===== config.mk =====
export PLATFORM = sky130hd
export DESIGN_NAME = oam_unit
export DESIGN_NICKNAME = d
export VERILOG_FILES = /design/src/hw/oam_pkg.sv /design/src/hw/oam_unit.sv /design/src/hw/oam_regfile.sv /design/src/hw/oam_alu.sv
export SDC_FILE = /design/constraint.sdc
export NUM_CORES = 1
export LEC_CHECK = 0
export BUFFER_PORTS_ARGS = -buffer_cell sky130_fd_sc_hd__clkbuf_2
export CAP_MARGIN = 20
export CORE_ASPECT_RATIO = 1.1
export CORE_UTILIZATION = 63
export CTS_CLUSTER_SIZE = 16
export DETAILED_ROUTE_END_ITERATION = 10
export HOLD_SLACK_MARGIN = 0.15
export PLACE_DENSITY = 0.81
export SLEW_MARGIN = 20
export SYNTH_ARGS = -nofsm -noshare
export SYNTH_HDL_FRONTEND = slang
export SYNTH_SLANG_ARGS = --single-unit

===== constraint.sdc =====
create_clock -name mclk -period 3.7 [get_ports mclk]
set_input_delay 0 -clock mclk [delete_from_list [all_inputs] [get_ports mclk]]
set_output_delay 0 -clock mclk [all_outputs]
set_load 0.005 [all_outputs]

===== src/hw/oam_pkg.sv =====
package oam_pkg;

  // General register numbers and specifier layout
  localparam logic [2:0] SP_REG    = 3'h6;
  localparam logic [2:0] PC_REG    = 3'h7;
  localparam int         MODE_MSB  = 5;
  localparam int         MODE_LSB  = 3;
  localparam int         REG_MSB   = 2;
  localparam int         REG_LSB   = 0;
  localparam int         DEFER_BIT = 3;
  localparam int         SRC_LSB   = 6;
  localparam int         BYTE_BIT  = 15;

  // Address modes
  localparam logic [2:0] MODE_REG  = 3'h0;
  localparam logic [2:0] MODE_RDEF = 3'h1;
  localparam logic [2:0] MODE_AINC = 3'h2;
  localparam logic [2:0] MODE_AIDF = 3'h3;
  localparam logic [2:0] MODE_ADEC = 3'h4;
  localparam logic [2:0] MODE_ADDF = 3'h5;
  localparam logic [2:0] MODE_IDX  = 3'h6;
  localparam logic [2:0] MODE_IXDF = 3'h7;

  // Step sizes and reset values
  localparam logic [15:0] BYTE_STEP = 16'h0001;
  localparam logic [15:0] WORD_STEP = 16'h0002;
  localparam logic [15:0] REG_RESET = 16'h0000;
  localparam logic [7:0]  BYTE_MASK = 8'hFF;

  // Opcode fields
  localparam logic [2:0] OPC_ADD  = 3'h6;
  localparam logic [2:0] OPC_MOV  = 3'h1;
  localparam logic [5:0] OPC_CLR  = 6'h28;
  localparam logic [5:0] OPC_COM  = 6'h29;
  localparam logic [5:0] OPC_INC  = 6'h2A;

  typedef enum logic [2:0] {
    OP_CLR, OP_COM, OP_INC, OP_MOV, OP_ADD, OP_BAD
  } oam_op_t;

  typedef struct packed {
    logic        req;
    logic        we;
    logic        byte_en;
    logic [15:0] addr;
    logic [15:0] wdata;
  } oam_mem_req_t;

  typedef struct packed {
    logic        we;
    logic        low_only;
    logic [2:0]  addr;
    logic [15:0] data;
  } oam_rf_wr_t;

endpackage


===== src/hw/oam_unit.sv =====
`timescale 1ns/1ns
module oam_unit (
  input  wire logic                  mclk,
  input  wire logic                  rst_n,
  input  wire logic                  go,
  input  wire logic                  mem_ack,
  input  wire logic [15:0]           mem_rdata,
  output oam_pkg::oam_mem_req_t      mem_o_q,
  output logic                       busy_q,
  output logic                       done_q,
  output logic                       bad_op_q
);

  typedef enum logic [3:0] {
    ST_IDLE  = 4'h0,
    ST_FRD   = 4'h1,
    ST_FETCH = 4'h3,
    ST_SRD   = 4'h2,
    ST_EVAL  = 4'h6,
    ST_XRD   = 4'h7,
    ST_XPC   = 4'h5,
    ST_DEFER = 4'h4,
    ST_OPND  = 4'hC,
    ST_EXEC  = 4'hD,
    ST_WB    = 4'hF,
    ST_DONE  = 4'hE
  } oam_state_t;

  oam_state_t          st_q;
  logic [15:0]         ir_q;
  logic                spec_sel_q;
  logic                two_op_q;
  logic                byte_q;
  oam_pkg::oam_op_t    op_q;
  logic [15:0]         ea_q;
  logic [15:0]         base_q;
  logic [15:0]         src_q;
  logic [15:0]         dst_q;
  logic [15:0]         dst_ea_q;
  logic                dst_is_reg_q;
  logic [2:0]          dst_reg_q;
  oam_pkg::oam_rf_wr_t rf_wr_q;
  logic [2:0]          rf_raddr;
  logic [15:0]         rf_rdata;
  logic [15:0]         alu_result;
  logic [5:0]          spec;
  logic [2:0]          mode;
  logic [2:0]          rsel;
  logic [15:0]         step;
  logic                ack_take;
  logic [15:0]         opnd_val;

  // Opcode decode into an operation
  function automatic oam_pkg::oam_op_t decode_op(input logic [15:0] ir);
    if (ir[14:12] == oam_pkg::OPC_ADD && !ir[oam_pkg::BYTE_BIT]) begin
      return oam_pkg::OP_ADD;
    end else if (ir[14:12] == oam_pkg::OPC_MOV) begin
      return oam_pkg::OP_MOV;
    end else if (ir[14:12] == 3'h0 && ir[11:6] == oam_pkg::OPC_CLR) begin
      return oam_pkg::OP_CLR;
    end else if (ir[14:12] == 3'h0 && ir[11:6] == oam_pkg::OPC_COM) begin
      return oam_pkg::OP_COM;
    end else if (ir[14:12] == 3'h0 && ir[11:6] == oam_pkg::OPC_INC) begin
      return oam_pkg::OP_INC;
    end
    return oam_pkg::OP_BAD;
  endfunction

  // Step size for auto increment and decrement
  function automatic logic [15:0] step_of(input logic bop, input logic [2:0] r,
                                          input logic defer);
    if (bop && !defer && r != oam_pkg::SP_REG && r != oam_pkg::PC_REG) begin
      return oam_pkg::BYTE_STEP;
    end
    return oam_pkg::WORD_STEP;
  endfunction

  // Current specifier fields
  always_comb begin
    spec     = spec_sel_q ? ir_q[5:0] : ir_q[11:oam_pkg::SRC_LSB];
    mode     = spec[oam_pkg::MODE_MSB:oam_pkg::MODE_LSB];
    rsel     = spec[oam_pkg::REG_MSB:oam_pkg::REG_LSB];
    step     = step_of(byte_q, rsel, spec[oam_pkg::DEFER_BIT]);
    ack_take = mem_o_q.req && mem_ack;
    opnd_val = byte_q ? {8'h00, mem_rdata[7:0]} : mem_rdata;
  end

  // Register read address per state
  always_comb begin
    case (st_q)
      ST_FRD, ST_FETCH, ST_XRD, ST_XPC: rf_raddr = oam_pkg::PC_REG;
      ST_SRD, ST_EVAL:                  rf_raddr = rsel;
      default:                          rf_raddr = oam_pkg::PC_REG;
    endcase
  end

  oam_regfile u_regfile (
    .mclk    (mclk),
    .rst_n   (rst_n),
    .raddr   (rf_raddr),
    .wr      (rf_wr_q),
    .rdata_q (rf_rdata)
  );

  oam_alu u_alu (
    .mclk     (mclk),
    .rst_n    (rst_n),
    .op       (op_q),
    .src      (src_q),
    .dst      (dst_q),
    .result_q (alu_result)
  );

  // Sequencer
  always_ff @(posedge mclk or negedge rst_n) begin
    if (!rst_n) begin
      st_q <= ST_IDLE;
    end else begin
      case (st_q)
        ST_IDLE:  if (go) st_q <= ST_FRD;
        ST_FRD:   st_q <= ST_FETCH;
        ST_FETCH: if (ack_take) st_q <= ST_SRD;
        ST_SRD:   st_q <= ST_EVAL;
        ST_EVAL: begin
          case (mode)
            oam_pkg::MODE_REG:                      st_q <= ST_EXEC;
            oam_pkg::MODE_AIDF, oam_pkg::MODE_ADDF: st_q <= ST_DEFER;
            oam_pkg::MODE_IDX, oam_pkg::MODE_IXDF:  st_q <= ST_XRD;
            default:                                st_q <= ST_OPND;
          endcase
          if (mode == oam_pkg::MODE_REG && !spec_sel_q && two_op_q) begin
            st_q <= ST_SRD;
          end
        end
        ST_XRD:   st_q <= ST_XPC;
        ST_XPC:   if (ack_take) st_q <= spec[oam_pkg::DEFER_BIT] ? ST_DEFER : ST_OPND;
        ST_DEFER: if (ack_take) st_q <= ST_OPND;
        ST_OPND:  if (ack_take) st_q <= (!spec_sel_q && two_op_q) ? ST_SRD : ST_EXEC;
        ST_EXEC:  st_q <= ST_WB;
        ST_WB:    if (dst_is_reg_q || ack_take) st_q <= ST_DONE;
        ST_DONE:  st_q <= ST_IDLE;
        default:  st_q <= ST_IDLE;
      endcase
      if (st_q == ST_FETCH && ack_take && decode_op(mem_rdata) == oam_pkg::OP_BAD) begin
        st_q <= ST_DONE;
      end
    end
  end

  // Instruction latch and specifier selection
  always_ff @(posedge mclk or negedge rst_n) begin
    if (!rst_n) begin
      ir_q       <= oam_pkg::REG_RESET;
      op_q       <= oam_pkg::OP_BAD;
      two_op_q   <= 1'b0;
      byte_q     <= 1'b0;
      spec_sel_q <= 1'b0;
    end else if (st_q == ST_FETCH && ack_take) begin
      ir_q       <= mem_rdata;
      op_q       <= decode_op(mem_rdata);
      two_op_q   <= decode_op(mem_rdata) inside {oam_pkg::OP_ADD, oam_pkg::OP_MOV};
      byte_q     <= mem_rdata[oam_pkg::BYTE_BIT] && decode_op(mem_rdata) != oam_pkg::OP_ADD;
      spec_sel_q <= !(decode_op(mem_rdata) inside {oam_pkg::OP_ADD, oam_pkg::OP_MOV});
    end else if ((st_q == ST_OPND && ack_take) || (st_q == ST_EVAL && mode == 3'h0)) begin
      spec_sel_q <= 1'b1;
    end
  end

  // Register side effects and program counter stepping
  always_ff @(posedge mclk or negedge rst_n) begin
    if (!rst_n) begin
      rf_wr_q <= '0;
    end else begin
      rf_wr_q <= '0;
      if ((st_q == ST_FETCH || st_q == ST_XPC) && ack_take) begin
        rf_wr_q <= '{we: 1'b1, low_only: 1'b0, addr: oam_pkg::PC_REG,
                     data: rf_rdata + oam_pkg::WORD_STEP};
      end else if (st_q == ST_EVAL) begin
        case (mode)
          oam_pkg::MODE_AINC, oam_pkg::MODE_AIDF: begin
            rf_wr_q <= '{we: 1'b1, low_only: 1'b0, addr: rsel,
                         data: rf_rdata + step};
          end
          oam_pkg::MODE_ADEC, oam_pkg::MODE_ADDF: begin
            rf_wr_q <= '{we: 1'b1, low_only: 1'b0, addr: rsel,
                         data: rf_rdata - step};
          end
          default: rf_wr_q <= '0;
        endcase
      end else if (st_q == ST_WB && dst_is_reg_q) begin
        rf_wr_q <= '{we: 1'b1, low_only: byte_q, addr: dst_reg_q,
                     data: alu_result};
      end
    end
  end

  // Effective address formation
  always_ff @(posedge mclk or negedge rst_n) begin
    if (!rst_n) begin
      ea_q   <= oam_pkg::REG_RESET;
      base_q <= oam_pkg::REG_RESET;
    end else if (st_q == ST_EVAL) begin
      base_q <= rf_rdata;
      case (mode)
        oam_pkg::MODE_ADEC, oam_pkg::MODE_ADDF: ea_q <= rf_rdata - step;
        default:                                ea_q <= rf_rdata;
      endcase
    end else if (st_q == ST_XPC && ack_take) begin
      if (rsel == oam_pkg::PC_REG) begin
        ea_q <= mem_rdata + rf_rdata + oam_pkg::WORD_STEP;
      end else begin
        ea_q <= mem_rdata + base_q;
      end
    end else if (st_q == ST_DEFER && ack_take) begin
      ea_q <= mem_rdata;
    end
  end

  // Operand capture for source and destination
  always_ff @(posedge mclk or negedge rst_n) begin
    if (!rst_n) begin
      src_q        <= oam_pkg::REG_RESET;
      dst_q        <= oam_pkg::REG_RESET;
      dst_ea_q     <= oam_pkg::REG_RESET;
      dst_is_reg_q <= 1'b0;
      dst_reg_q    <= 3'h0;
    end else if (st_q == ST_EVAL && mode == oam_pkg::MODE_REG) begin
      if (spec_sel_q) begin
        dst_q        <= byte_q ? {8'h00, rf_rdata[7:0]} : rf_rdata;
        dst_is_reg_q <= 1'b1;
        dst_reg_q    <= rsel;
      end else begin
        src_q <= byte_q ? {8'h00, rf_rdata[7:0]} : rf_rdata;
      end
    end else if (st_q == ST_OPND && ack_take) begin
      if (spec_sel_q) begin
        dst_q        <= opnd_val;
        dst_ea_q     <= ea_q;
        dst_is_reg_q <= 1'b0;
      end else begin
        src_q <= opnd_val;
      end
    end
  end

  // Memory request port
  always_ff @(posedge mclk or negedge rst_n) begin
    if (!rst_n) begin
      mem_o_q <= '0;
    end else if (ack_take) begin
      mem_o_q.req <= 1'b0;
    end else if (!mem_o_q.req) begin
      case (st_q)
        ST_FETCH, ST_XPC: mem_o_q <= '{req: 1'b1, we: 1'b0, byte_en: 1'b0,
                                       addr: rf_rdata, wdata: 16'h0000};
        ST_DEFER: mem_o_q <= '{req: 1'b1, we: 1'b0, byte_en: 1'b0,
                               addr: ea_q, wdata: 16'h0000};
        ST_OPND:  mem_o_q <= '{req: 1'b1, we: 1'b0, byte_en: byte_q,
                               addr: ea_q, wdata: 16'h0000};
        ST_WB:    mem_o_q <= '{req: !dst_is_reg_q, we: 1'b1, byte_en: byte_q,
                               addr: dst_ea_q, wdata: alu_result};
        default:  mem_o_q <= '0;
      endcase
    end
  end

  // Status outputs
  always_ff @(posedge mclk or negedge rst_n) begin
    if (!rst_n) begin
      busy_q   <= 1'b0;
      done_q   <= 1'b0;
      bad_op_q <= 1'b0;
    end else begin
      busy_q <= (st_q != ST_IDLE || go) && st_q != ST_DONE;
      done_q <= st_q == ST_DONE;
      if (st_q == ST_FETCH && ack_take) begin
        bad_op_q <= decode_op(mem_rdata) == oam_pkg::OP_BAD;
      end
    end
  end

  property p_fetch_step;
    @(posedge mclk) disable iff (!rst_n)
    (st_q == ST_FETCH && ack_take) |=>
      (rf_wr_q.we && rf_wr_q.addr == 3'h7 && rf_wr_q.data == $past(mem_o_q.addr) + 16'h0002);
  endproperty
  a_fetch_step: assert property (p_fetch_step) else $error("pc not stepped by two");

  property p_postinc;
    @(posedge mclk) disable iff (!rst_n)
    (st_q == ST_EVAL && mode == 3'h2) |=> (rf_wr_q.we && rf_wr_q.data == ea_q +
      (($past(byte_q) && $past(rsel) < 3'h6) ? 16'h0001 : 16'h0002));
  endproperty
  a_postinc: assert property (p_postinc) else $error("bad autoincrement step");

  property p_predec;
    @(posedge mclk) disable iff (!rst_n)
    (st_q == ST_EVAL && mode == 3'h4) |=> (rf_wr_q.we && rf_wr_q.data == ea_q &&
      ea_q == $past(rf_rdata) - (($past(byte_q) && $past(rsel) < 3'h6) ? 16'h0001 : 16'h0002));
  endproperty
  a_predec: assert property (p_predec) else $error("decremented value not used");

  property p_defer_step;
    @(posedge mclk) disable iff (!rst_n)
    (st_q == ST_EVAL && (mode == 3'h3 || mode == 3'h5)) |=>
      (rf_wr_q.data - $past(rf_rdata) == 16'h0002 || $past(rf_rdata) - rf_wr_q.data == 16'h0002);
  endproperty
  a_defer_step: assert property (p_defer_step) else $error("deferred step not two");

  property p_reg_defer;
    @(posedge mclk) disable iff (!rst_n)
    (st_q == ST_EVAL && mode == 3'h1) |=> (!rf_wr_q.we && ea_q == $past(rf_rdata));
  endproperty
  a_reg_defer: assert property (p_reg_defer) else $error("register deferred wrong");

  property p_index_sum;
    @(posedge mclk) disable iff (!rst_n)
    (st_q == ST_XPC && ack_take) |=> (ea_q == $past(mem_rdata) +
      (($past(rsel) == 3'h7) ? $past(rf_rdata) + 16'h0002 : base_q));
  endproperty
  a_index_sum: assert property (p_index_sum) else $error("index address wrong");

  property p_pointer;
    @(posedge mclk) disable iff (!rst_n)
    (st_q == ST_DEFER && ack_take) |=> (ea_q == $past(mem_rdata) && st_q == ST_OPND);
  endproperty
  a_pointer: assert property (p_pointer) else $error("pointer word not used");

  property p_byte_reg;
    @(posedge mclk) disable iff (!rst_n)
    (st_q == ST_WB && dst_is_reg_q) |=> (rf_wr_q.we && rf_wr_q.low_only == $past(byte_q));
  endproperty
  a_byte_reg: assert property (p_byte_reg) else $error("byte write touched high byte");

  property p_src_first;
    @(posedge mclk) disable iff (!rst_n)
    (st_q == ST_OPND && ack_take && !spec_sel_q && two_op_q) |=> (st_q == ST_SRD && spec_sel_q);
  endproperty
  a_src_first: assert property (p_src_first) else $error("source not done first");

endmodule // oam_unit


===== src/hw/oam_regfile.sv =====
`timescale 1ns/1ns
module oam_regfile (
  input  wire logic               mclk,
  input  wire logic               rst_n,
  input  wire logic [2:0]         raddr,
  input  wire oam_pkg::oam_rf_wr_t wr,
  output logic      [15:0]        rdata_q
);

  logic [15:0] regs_q [8];
  logic [15:0] merged;

  // Write data merged with the old upper byte for byte writes
  always_comb begin
    merged = wr.low_only ? {regs_q[wr.addr][15:8], wr.data[7:0]} : wr.data;
  end

  // Storage of the eight general registers
  always_ff @(posedge mclk or negedge rst_n) begin
    if (!rst_n) begin
      for (int i = 0; i < 8; i++) begin
        regs_q[i] <= oam_pkg::REG_RESET;
      end
    end else if (wr.we) begin
      regs_q[wr.addr] <= merged;
    end
  end

  // Registered read with write-first bypass
  always_ff @(posedge mclk or negedge rst_n) begin
    if (!rst_n) begin
      rdata_q <= oam_pkg::REG_RESET;
    end else if (wr.we && wr.addr == raddr) begin
      rdata_q <= merged;
    end else begin
      rdata_q <= regs_q[raddr];
    end
  end

endmodule // oam_regfile


===== src/hw/oam_alu.sv =====
`timescale 1ns/1ns
module oam_alu (
  input  wire logic             mclk,
  input  wire logic             rst_n,
  input  wire oam_pkg::oam_op_t op,
  input  wire logic [15:0]      src,
  input  wire logic [15:0]      dst,
  output logic      [15:0]      result_q
);

  // Registered combine of source and destination
  always_ff @(posedge mclk or negedge rst_n) begin
    if (!rst_n) begin
      result_q <= oam_pkg::REG_RESET;
    end else begin
      case (op)
        oam_pkg::OP_CLR: result_q <= oam_pkg::REG_RESET;
        oam_pkg::OP_COM: result_q <= ~dst;
        oam_pkg::OP_INC: result_q <= dst + oam_pkg::BYTE_STEP;
        oam_pkg::OP_MOV: result_q <= src;
        oam_pkg::OP_ADD: result_q <= dst + src;
        default:         result_q <= dst;
      endcase
    end
  end

endmodule // oam_alu


== After elaboration in Yosys (flattened, before gate mapping) ==
Cells that the tools add are included.
Storage, ports and cells
  bits in registers: 325
  bits in latches: 0
  bits in writable memories: 0
  bits in read-only memories: 0
  bits of input ports: 20
  output and inout port bits: 38
  word-level logic and storage cells: 222
  memories kept: 0
Operators by class
  $add $sub $neg: 8
  multiply operators: 0
  divide/modulo/power cells: 0
  magnitude comparators: 3
  eq/ne operators: 46
  shift-type cells: 0
  muxes and demuxes: 71
  bitwise logic cells: 6
  reductions and logical operators: 53
Operators with widths (number)
  $mux W16: 24
  $pmux W35 S4: 1
  $bwmux W128: 1
  $bmux W16 S3: 2
  $pmux W16 S5: 1
  $add A16 B16 Y16: 4
  $mux W21: 3
  $demux W16 S3: 1
  $pmux W4 S11: 1
  $pmux W21 S2: 1
  $mux W4: 10
  $mux W35: 1
  $add A16 B2 Y16 const B: 2
  $eq A3 B3 Y1 const B: 10
  $mux W3: 9
  $ne A3 B3 Y1 const B: 9
  $logic_and A1 B1 Y1: 23
  $eq A6 B6 Y1 const B: 3
  $add A16 B1 Y16 const B: 1
  $eq A4 B3 Y1 const B: 4
  $eq A4 B4 Y1 const B: 4
  $not A16 Y16: 1
  $sub A16 B16 Y16: 1
  $eq A3 B2 Y1 const B: 5
  24 further kinds: 65

== Logic depth before layout (Yosys ltp) ==
  depth in word-level cells: 14
  depth in mapped cells: 14
  depth with buffers taken out: 13

== By module ==
Synthesis repeated with hierarchy kept, for this count alone.
Unflattened totals
  cells, all modules: 2013
  area, all modules: 19446.2 µm²
Modules (own cells, without submodules)
  oam_unit: times used 1, cells an instance 1171, area an instance 10352.4 µm², sequential area each 4131.5 µm²
  oam_regfile: times used 1, cells an instance 567, area an instance 7116.8 µm², sequential area each 3603.5 µm²
  oam_alu: times used 1, cells an instance 275, area an instance 1976.9 µm², sequential area each 400.4 µm²

== Worst setup path before layout ==
OpenSTA, ideal clock, no wires.
  kind: reg2reg
  start: reg op_q[2]
  end: reg u_alu.result_q[15]
  setup time: 0.131 ns
  data arrival time: 3.195 ns
  data required time: 3.569 ns
  setup slack: 0.374 ns
  stages on the path, launching flop included: 13
  buffers on the path: 3
  period minus slack after synthesis: 3.326 ns
  cell sequence: dfstp_2 -> clkbuf_1 -> buf_1 -> clkbuf_1 -> and3_1 -> ha_1 -> and2_4 -> a221oi_2 -> a21bo_1 -> a31oi_1 -> or2_4 -> a311o_1 -> or3_1
Between the ends
  cells in the longest elaborated chain, start to end: 2
  elaborated cells on any way between the ends: 6
  classes of those cells: eq/ne: 4; mux: 1; reduce/logical: 1
RTL lines
  start, declared: RTL line oam_unit.sv:34  | oam_pkg::oam_op_t op_q;
  start signal, assigned: RTL line oam_unit.sv:154  | op_q <= oam_pkg::OP_BAD;
  start signal, assigned: RTL line oam_unit.sv:160  | op_q <= decode_op(mem_rdata);
  $eq A3 B3 Y1, or another cell as far along: RTL line oam_alu.sv:16  | case (op)
  $pmux W16 S5 (*): RTL line oam_alu.sv:16
  end signal, assigned: RTL line oam_alu.sv:17  | oam_pkg::OP_CLR: result_q <= oam_pkg::REG_RESET;
  end signal, assigned: RTL line oam_alu.sv:18  | oam_pkg::OP_COM: result_q <= ~dst;
  end signal, assigned: RTL line oam_alu.sv:19  | oam_pkg::OP_INC: result_q <= dst + oam_pkg::BYTE_STEP;
  end, declared: RTL line oam_alu.sv:8  | output logic [15:0] result_q
Mark *: on every way between the ends. The rest lies on a longest branch, timed or not.
A chain may end at the register's enable or synchronous reset.

== Worst setup path in the final report ==
  start: reg u_regfile.rdata_q[1]
  end: reg ea_q[11]
Between the ends
  cells in the longest elaborated chain, start to end: 5
  elaborated cells on any way between the ends: 7
  classes of those cells: add/sub: 3; mux: 4
RTL lines
  start, declared: RTL line oam_regfile.sv:7  | output logic [15:0] rdata_q
  start signal, assigned: RTL line oam_regfile.sv:32  | rdata_q <= oam_pkg::REG_RESET;
  start signal, assigned: RTL line oam_regfile.sv:34  | rdata_q <= merged;
  start signal, assigned: RTL line oam_regfile.sv:36  | rdata_q <= regs_q[raddr];
  $add A16 B16 Y16: RTL line oam_unit.sv:210  | ea_q <= mem_rdata + rf_rdata + oam_pkg::WORD_STEP;
  $add A16 B2 Y16: RTL line oam_unit.sv:210
  $mux W16: RTL line oam_unit.sv:209  | if (rsel == oam_pkg::PC_REG) begin
  $mux W16: RTL line oam_unit.sv:208  | end else if (st_q == ST_XPC && ack_take) begin
  $mux W16 (*): RTL line oam_unit.sv:202  | end else if (st_q == ST_EVAL) begin
  end signal, assigned: RTL line oam_unit.sv:205  | oam_pkg::MODE_ADEC, oam_pkg::MODE_ADDF: ea_q <= rf_rdata - step;
  end signal, assigned: RTL line oam_unit.sv:210
  end signal, assigned: RTL line oam_unit.sv:212  | ea_q <= mem_rdata + base_q;
  end, declared: RTL line oam_unit.sv:35  | logic [15:0] ea_q;
Marks and branches as above.

==> results_dict.tcl <==
set metrics [dict create \
    num_vias 16572 \
    route.detailed.vias_per_inst 6.67 \
    floorplan.die_area_mm2 0.0308 \
    filler_cell_count 2244 \
    placer_congestion 1.02 \
    drv.max_cap_violation_count 0 \
    area.growth.synth_to_final_pct 10.7 \
    synth_ff_type "sky130_fd_sc_hd__dfrtp_1" \
    synth_async_reset_ratio_pct 100 \
    clock_tree.buffer_depth 3 \
    post-synth-top-area-cell "sky130_fd_sc_hd__dfrtp_1" \
    grt_usage_pct 38.3 \
    cts_sinks 325 \
    synth_warnings 0 \
    finalCritPeriodShare_pct 88.2 \
    timing.critical_path.fanout_max 9 \
    clkSlewWorstSetupHoldPaths_ps 60 \
    slew_headroom_pct 27.6 \
    clk_root_buffer_cell "sky130_fd_sc_hd__clkbuf_16" \
    synth_top_area_share_pct 42.6 \
    multi_input_comb_area_mm2 0.0102 \
    hold_class "in -> async" \
    detailedPlace.worstSlack_ps 526 \
    wl_per_cell_um 23.4 \
    totalPowerFinal_mw 15.9 \
    cts_tree "done" \
    post_synth_instance_area_mm2 0.0190 \
    core.rowCount 66 \
    dpl.hpwl_mm 39.6 \
    run_status "finished, final reports clean" \
    clock-skew-final_ps 16.5 \
    cts_bufs_inserted 36 \
    rrSetupSlack_ps 440 \
    drtPass1Iterations 7 \
    worst_setup_path_type "reg -> reg" \
    numPortBuffers 57 \
    core_mm2 0.0296 \
    antenna_cells 0 \
    first_global_vias 16403 \
    power_per_cell_area_mw_per_mm2 757 \
    drt-total-wl_mm 58.1 \
    die_width_um 168 \
    final_antenna_net_count 0 \
    rsz0062_at_grt "false" \
    stdcell_area_mm2 0.0210 \
    grt_first_pass_wirelength_mm 91.0 \
    post_synth.cell_area_avg_um2 9.33 \
    synth-edff-count 0 \
    fin_hold_ws_ps 96.1 \
    crit_path_launch_type "register" \
    grt_max_degree 100 \
    dpl.cell_count 2400 \
    maximum_clock_frequency_mhz 307 \
    post_route_cells_drive_above_1_share_pct 15.5 \
    cts_resized 0 \
    post_synth_inst_count 2036 \
    crit_required_ps 4110 \
    peakVddDrop_uv 619 \
    htree_num_levels 2 \
    post_dp_cell_area_mm2 0.0197 \
    utilization_pct 70.9 \
    synth-seq-cells 325 \
    setup_viol 0 \
    die-height_um 184 \
    nNetsFinal 2176 \
    report.final.slew_viol_count 0 \
    detail_route.iter0.violations 1878 \
    p_leak_nw 9.95 \
    post-cts-setup-buffers 0 \
    initial_core_util_pct 64.1 \
    grt_antenna_before_repair 0 \
    timing_worst_slew_pin_value_ps 1080 \
    setup-tns-final_ps 0 \
    worst_setup_path_end_kind "register" \
    syn-num-nets 2126 \
    yosysUniqueCellTypes 87 \
    io-pin-count 58 \
    setup_slack_ps 438 \
    route.detailed.drc 0 \
    synth.top_cells.by_area "sky130_fd_sc_hd__dfrtp_1, sky130_fd_sc_hd__nand2_1, sky130_fd_sc_hd__mux2_2" \
    finish.cell_count_without_fillers 2485 \
    finalHoldViolCount 0 \
    layout.area.seq_mm2 0.00814 \
    ys_seq_area_share_pct 42.8 \
    clock_latency_ps 530 \
    timing.critical_path.arrival_ps 3680 \
    min_period_ps 3260 \
    global_route.overflow_total 0 \
]
==> power breakdown <==
group          internal, mW  switching (mW)
logic                  2.56            4.40
registers              4.37            1.03
clock network          2.04            1.51
==> registers in the layout, summed over array words and instances, names as in the netlist, 3 cells and up <==
signal             count
base_q                16
dst_ea_q              16
dst_q                 16
dst_reg_q              3
ea_q                  16
ir_q                  12
mem_o_q               35
op_q                   3
rf_wr_q               21
src_q                 16
st_q                   4
u_alu.result_q        16
u_regfile.rdata_q     16
u_regfile.regs_q     128
==> cell type report <==
type | instances | share of cell area, %
multi-input cells | 1559 | 48.4
flip-flops and latches | 325 | 38.7
clock buffers | 45 | 4.68
well taps | 374 | 2.23
repair buffers | 139 | 4.71
clock inverters | 18 | 0.780
inverters | 25 | 0.446
==> worst paths after layout <==
path	start	endpoint	cells after the start
max	u_regfile.rdata_q[1]$_DFF_PN0_	ea_q[11]$_DFFE_PN0P_	13
min	rst_n	u_regfile.regs_q[85]$_DFFE_PN0P_	2
max reg2reg	u_regfile.rdata_q[1]$_DFF_PN0_	ea_q[11]$_DFFE_PN0P_	13
min reg2reg	base_q[7]$_DFFE_PN0P_	base_q[7]$_DFFE_PN0P_	2
max in group asynchronous	rst_n	u_regfile.regs_q[121]$_DFFE_PN0P_	3
min in group mclk	mem_rdata[5]	ir_q[5]$_DFFE_PN0P_	4
==> Yosys cell counts (15+ instances only) <==
cell and instances:
sky130_fd_sc_hd__a31oi_1 21, sky130_fd_sc_hd__ha_1 65, sky130_fd_sc_hd__clkbuf_1 77, sky130_fd_sc_hd__xor2_1 38, sky130_fd_sc_hd__nand3_1 41, sky130_fd_sc_hd__a221oi_1 23, sky130_fd_sc_hd__xnor2_1 28, sky130_fd_sc_hd__mux4_2 16
sky130_fd_sc_hd__and3_1 22, sky130_fd_sc_hd__nor2b_1 15, sky130_fd_sc_hd__a222oi_1 17, sky130_fd_sc_hd__o21ai_0 206, sky130_fd_sc_hd__a21oi_1 96, sky130_fd_sc_hd__nand2b_1 16, sky130_fd_sc_hd__nand2_1 403, sky130_fd_sc_hd__nor3_1 24
sky130_fd_sc_hd__a22oi_1 17, sky130_fd_sc_hd__inv_1 25, sky130_fd_sc_hd__a21o_1 28, sky130_fd_sc_hd__nor2_1 119, sky130_fd_sc_hd__mux2i_1 67, sky130_fd_sc_hd__mux2_2 101, sky130_fd_sc_hd__dfrtp_1 323, sky130_fd_sc_hd__buf_2 28
==> worst max-delay path: stages (launching register included) <==
cell                        delay [ps]
sky130_fd_sc_hd__dfrtp_1           610
sky130_fd_sc_hd__inv_1             260
sky130_fd_sc_hd__ha_1              330
sky130_fd_sc_hd__inv_1              60
sky130_fd_sc_hd__ha_1              190
sky130_fd_sc_hd__inv_1              60
sky130_fd_sc_hd__fa_1              380
sky130_fd_sc_hd__nor2b_1           210
sky130_fd_sc_hd__o2111ai_1         190
sky130_fd_sc_hd__nand3_1           200
sky130_fd_sc_hd__nand2_1            90
sky130_fd_sc_hd__xor2_1            140
sky130_fd_sc_hd__a221oi_1           90
sky130_fd_sc_hd__a221o_1           330
==> layer usage <==
| layer | share of wire [%] | global-route usage [%] | vias up |
|---|---|---|---|
| li1 | - | - | 7399 |
| met1 | 38 | 48.8 | 8099 |
| met2 | 47 | 62.5 | 853 |
| met3 | 9.1 | 6.68 | 221 |
| met4 | 5.9 | 21.3 | 0 |
| met5 | 0 | 0 | - |
==> placed cells by master, fill, tap and decap left out, types with 12 or more instances in the layout <==
cell type,Yosys,final
sky130_fd_sc_hd__ha_1,65,65
sky130_fd_sc_hd__clkbuf_16,0,36
sky130_fd_sc_hd__xor2_1,38,38
sky130_fd_sc_hd__nand2_1,403,403
sky130_fd_sc_hd__o211ai_1,14,14
sky130_fd_sc_hd__mux2_2,101,101
sky130_fd_sc_hd__a221oi_1,23,23
sky130_fd_sc_hd__a22oi_1,17,17
sky130_fd_sc_hd__and3_1,22,22
sky130_fd_sc_hd__nor3_1,24,23
sky130_fd_sc_hd__a222oi_1,17,17
sky130_fd_sc_hd__nor2_1,119,118
sky130_fd_sc_hd__a21oi_1,96,96
sky130_fd_sc_hd__xnor2_1,28,28
sky130_fd_sc_hd__dlygate4sd3_1,0,22
sky130_fd_sc_hd__a31oi_1,21,21
sky130_fd_sc_hd__clkbuf_2,1,56
sky130_fd_sc_hd__inv_1,25,25
sky130_fd_sc_hd__mux2i_1,67,67
sky130_fd_sc_hd__nand3_1,41,41
sky130_fd_sc_hd__mux4_2,16,16
sky130_fd_sc_hd__nand2b_1,16,16
sky130_fd_sc_hd__a21o_1,28,28
sky130_fd_sc_hd__dfrtp_1,323,321
sky130_fd_sc_hd__and2_1,12,12
sky130_fd_sc_hd__o21ai_0,206,206
sky130_fd_sc_hd__nor2b_1,15,15
sky130_fd_sc_hd__a211oi_1,14,14
sky130_fd_sc_hd__buf_4,9,58
==> cells by family after synthesis <==
kind of cell	share of synthesized area [%]
AND/OR/NAND/NOR	16.4
AO/OA/AOI/OAI	17.5
flip-flops	42.8
multiplexers	11.8
buffers and inverters	3.61
adder cells (fa/ha/maj)	4.81
XOR/XNOR	3.04
==> repair_timing <==
item                                   in CTS  in global routing
hold buffers                               22                  0
setup endpoints to repair                   0                  0
endpoints found under the hold margin     153                  0
Note: power is estimated with default switching activity, not from simulation.
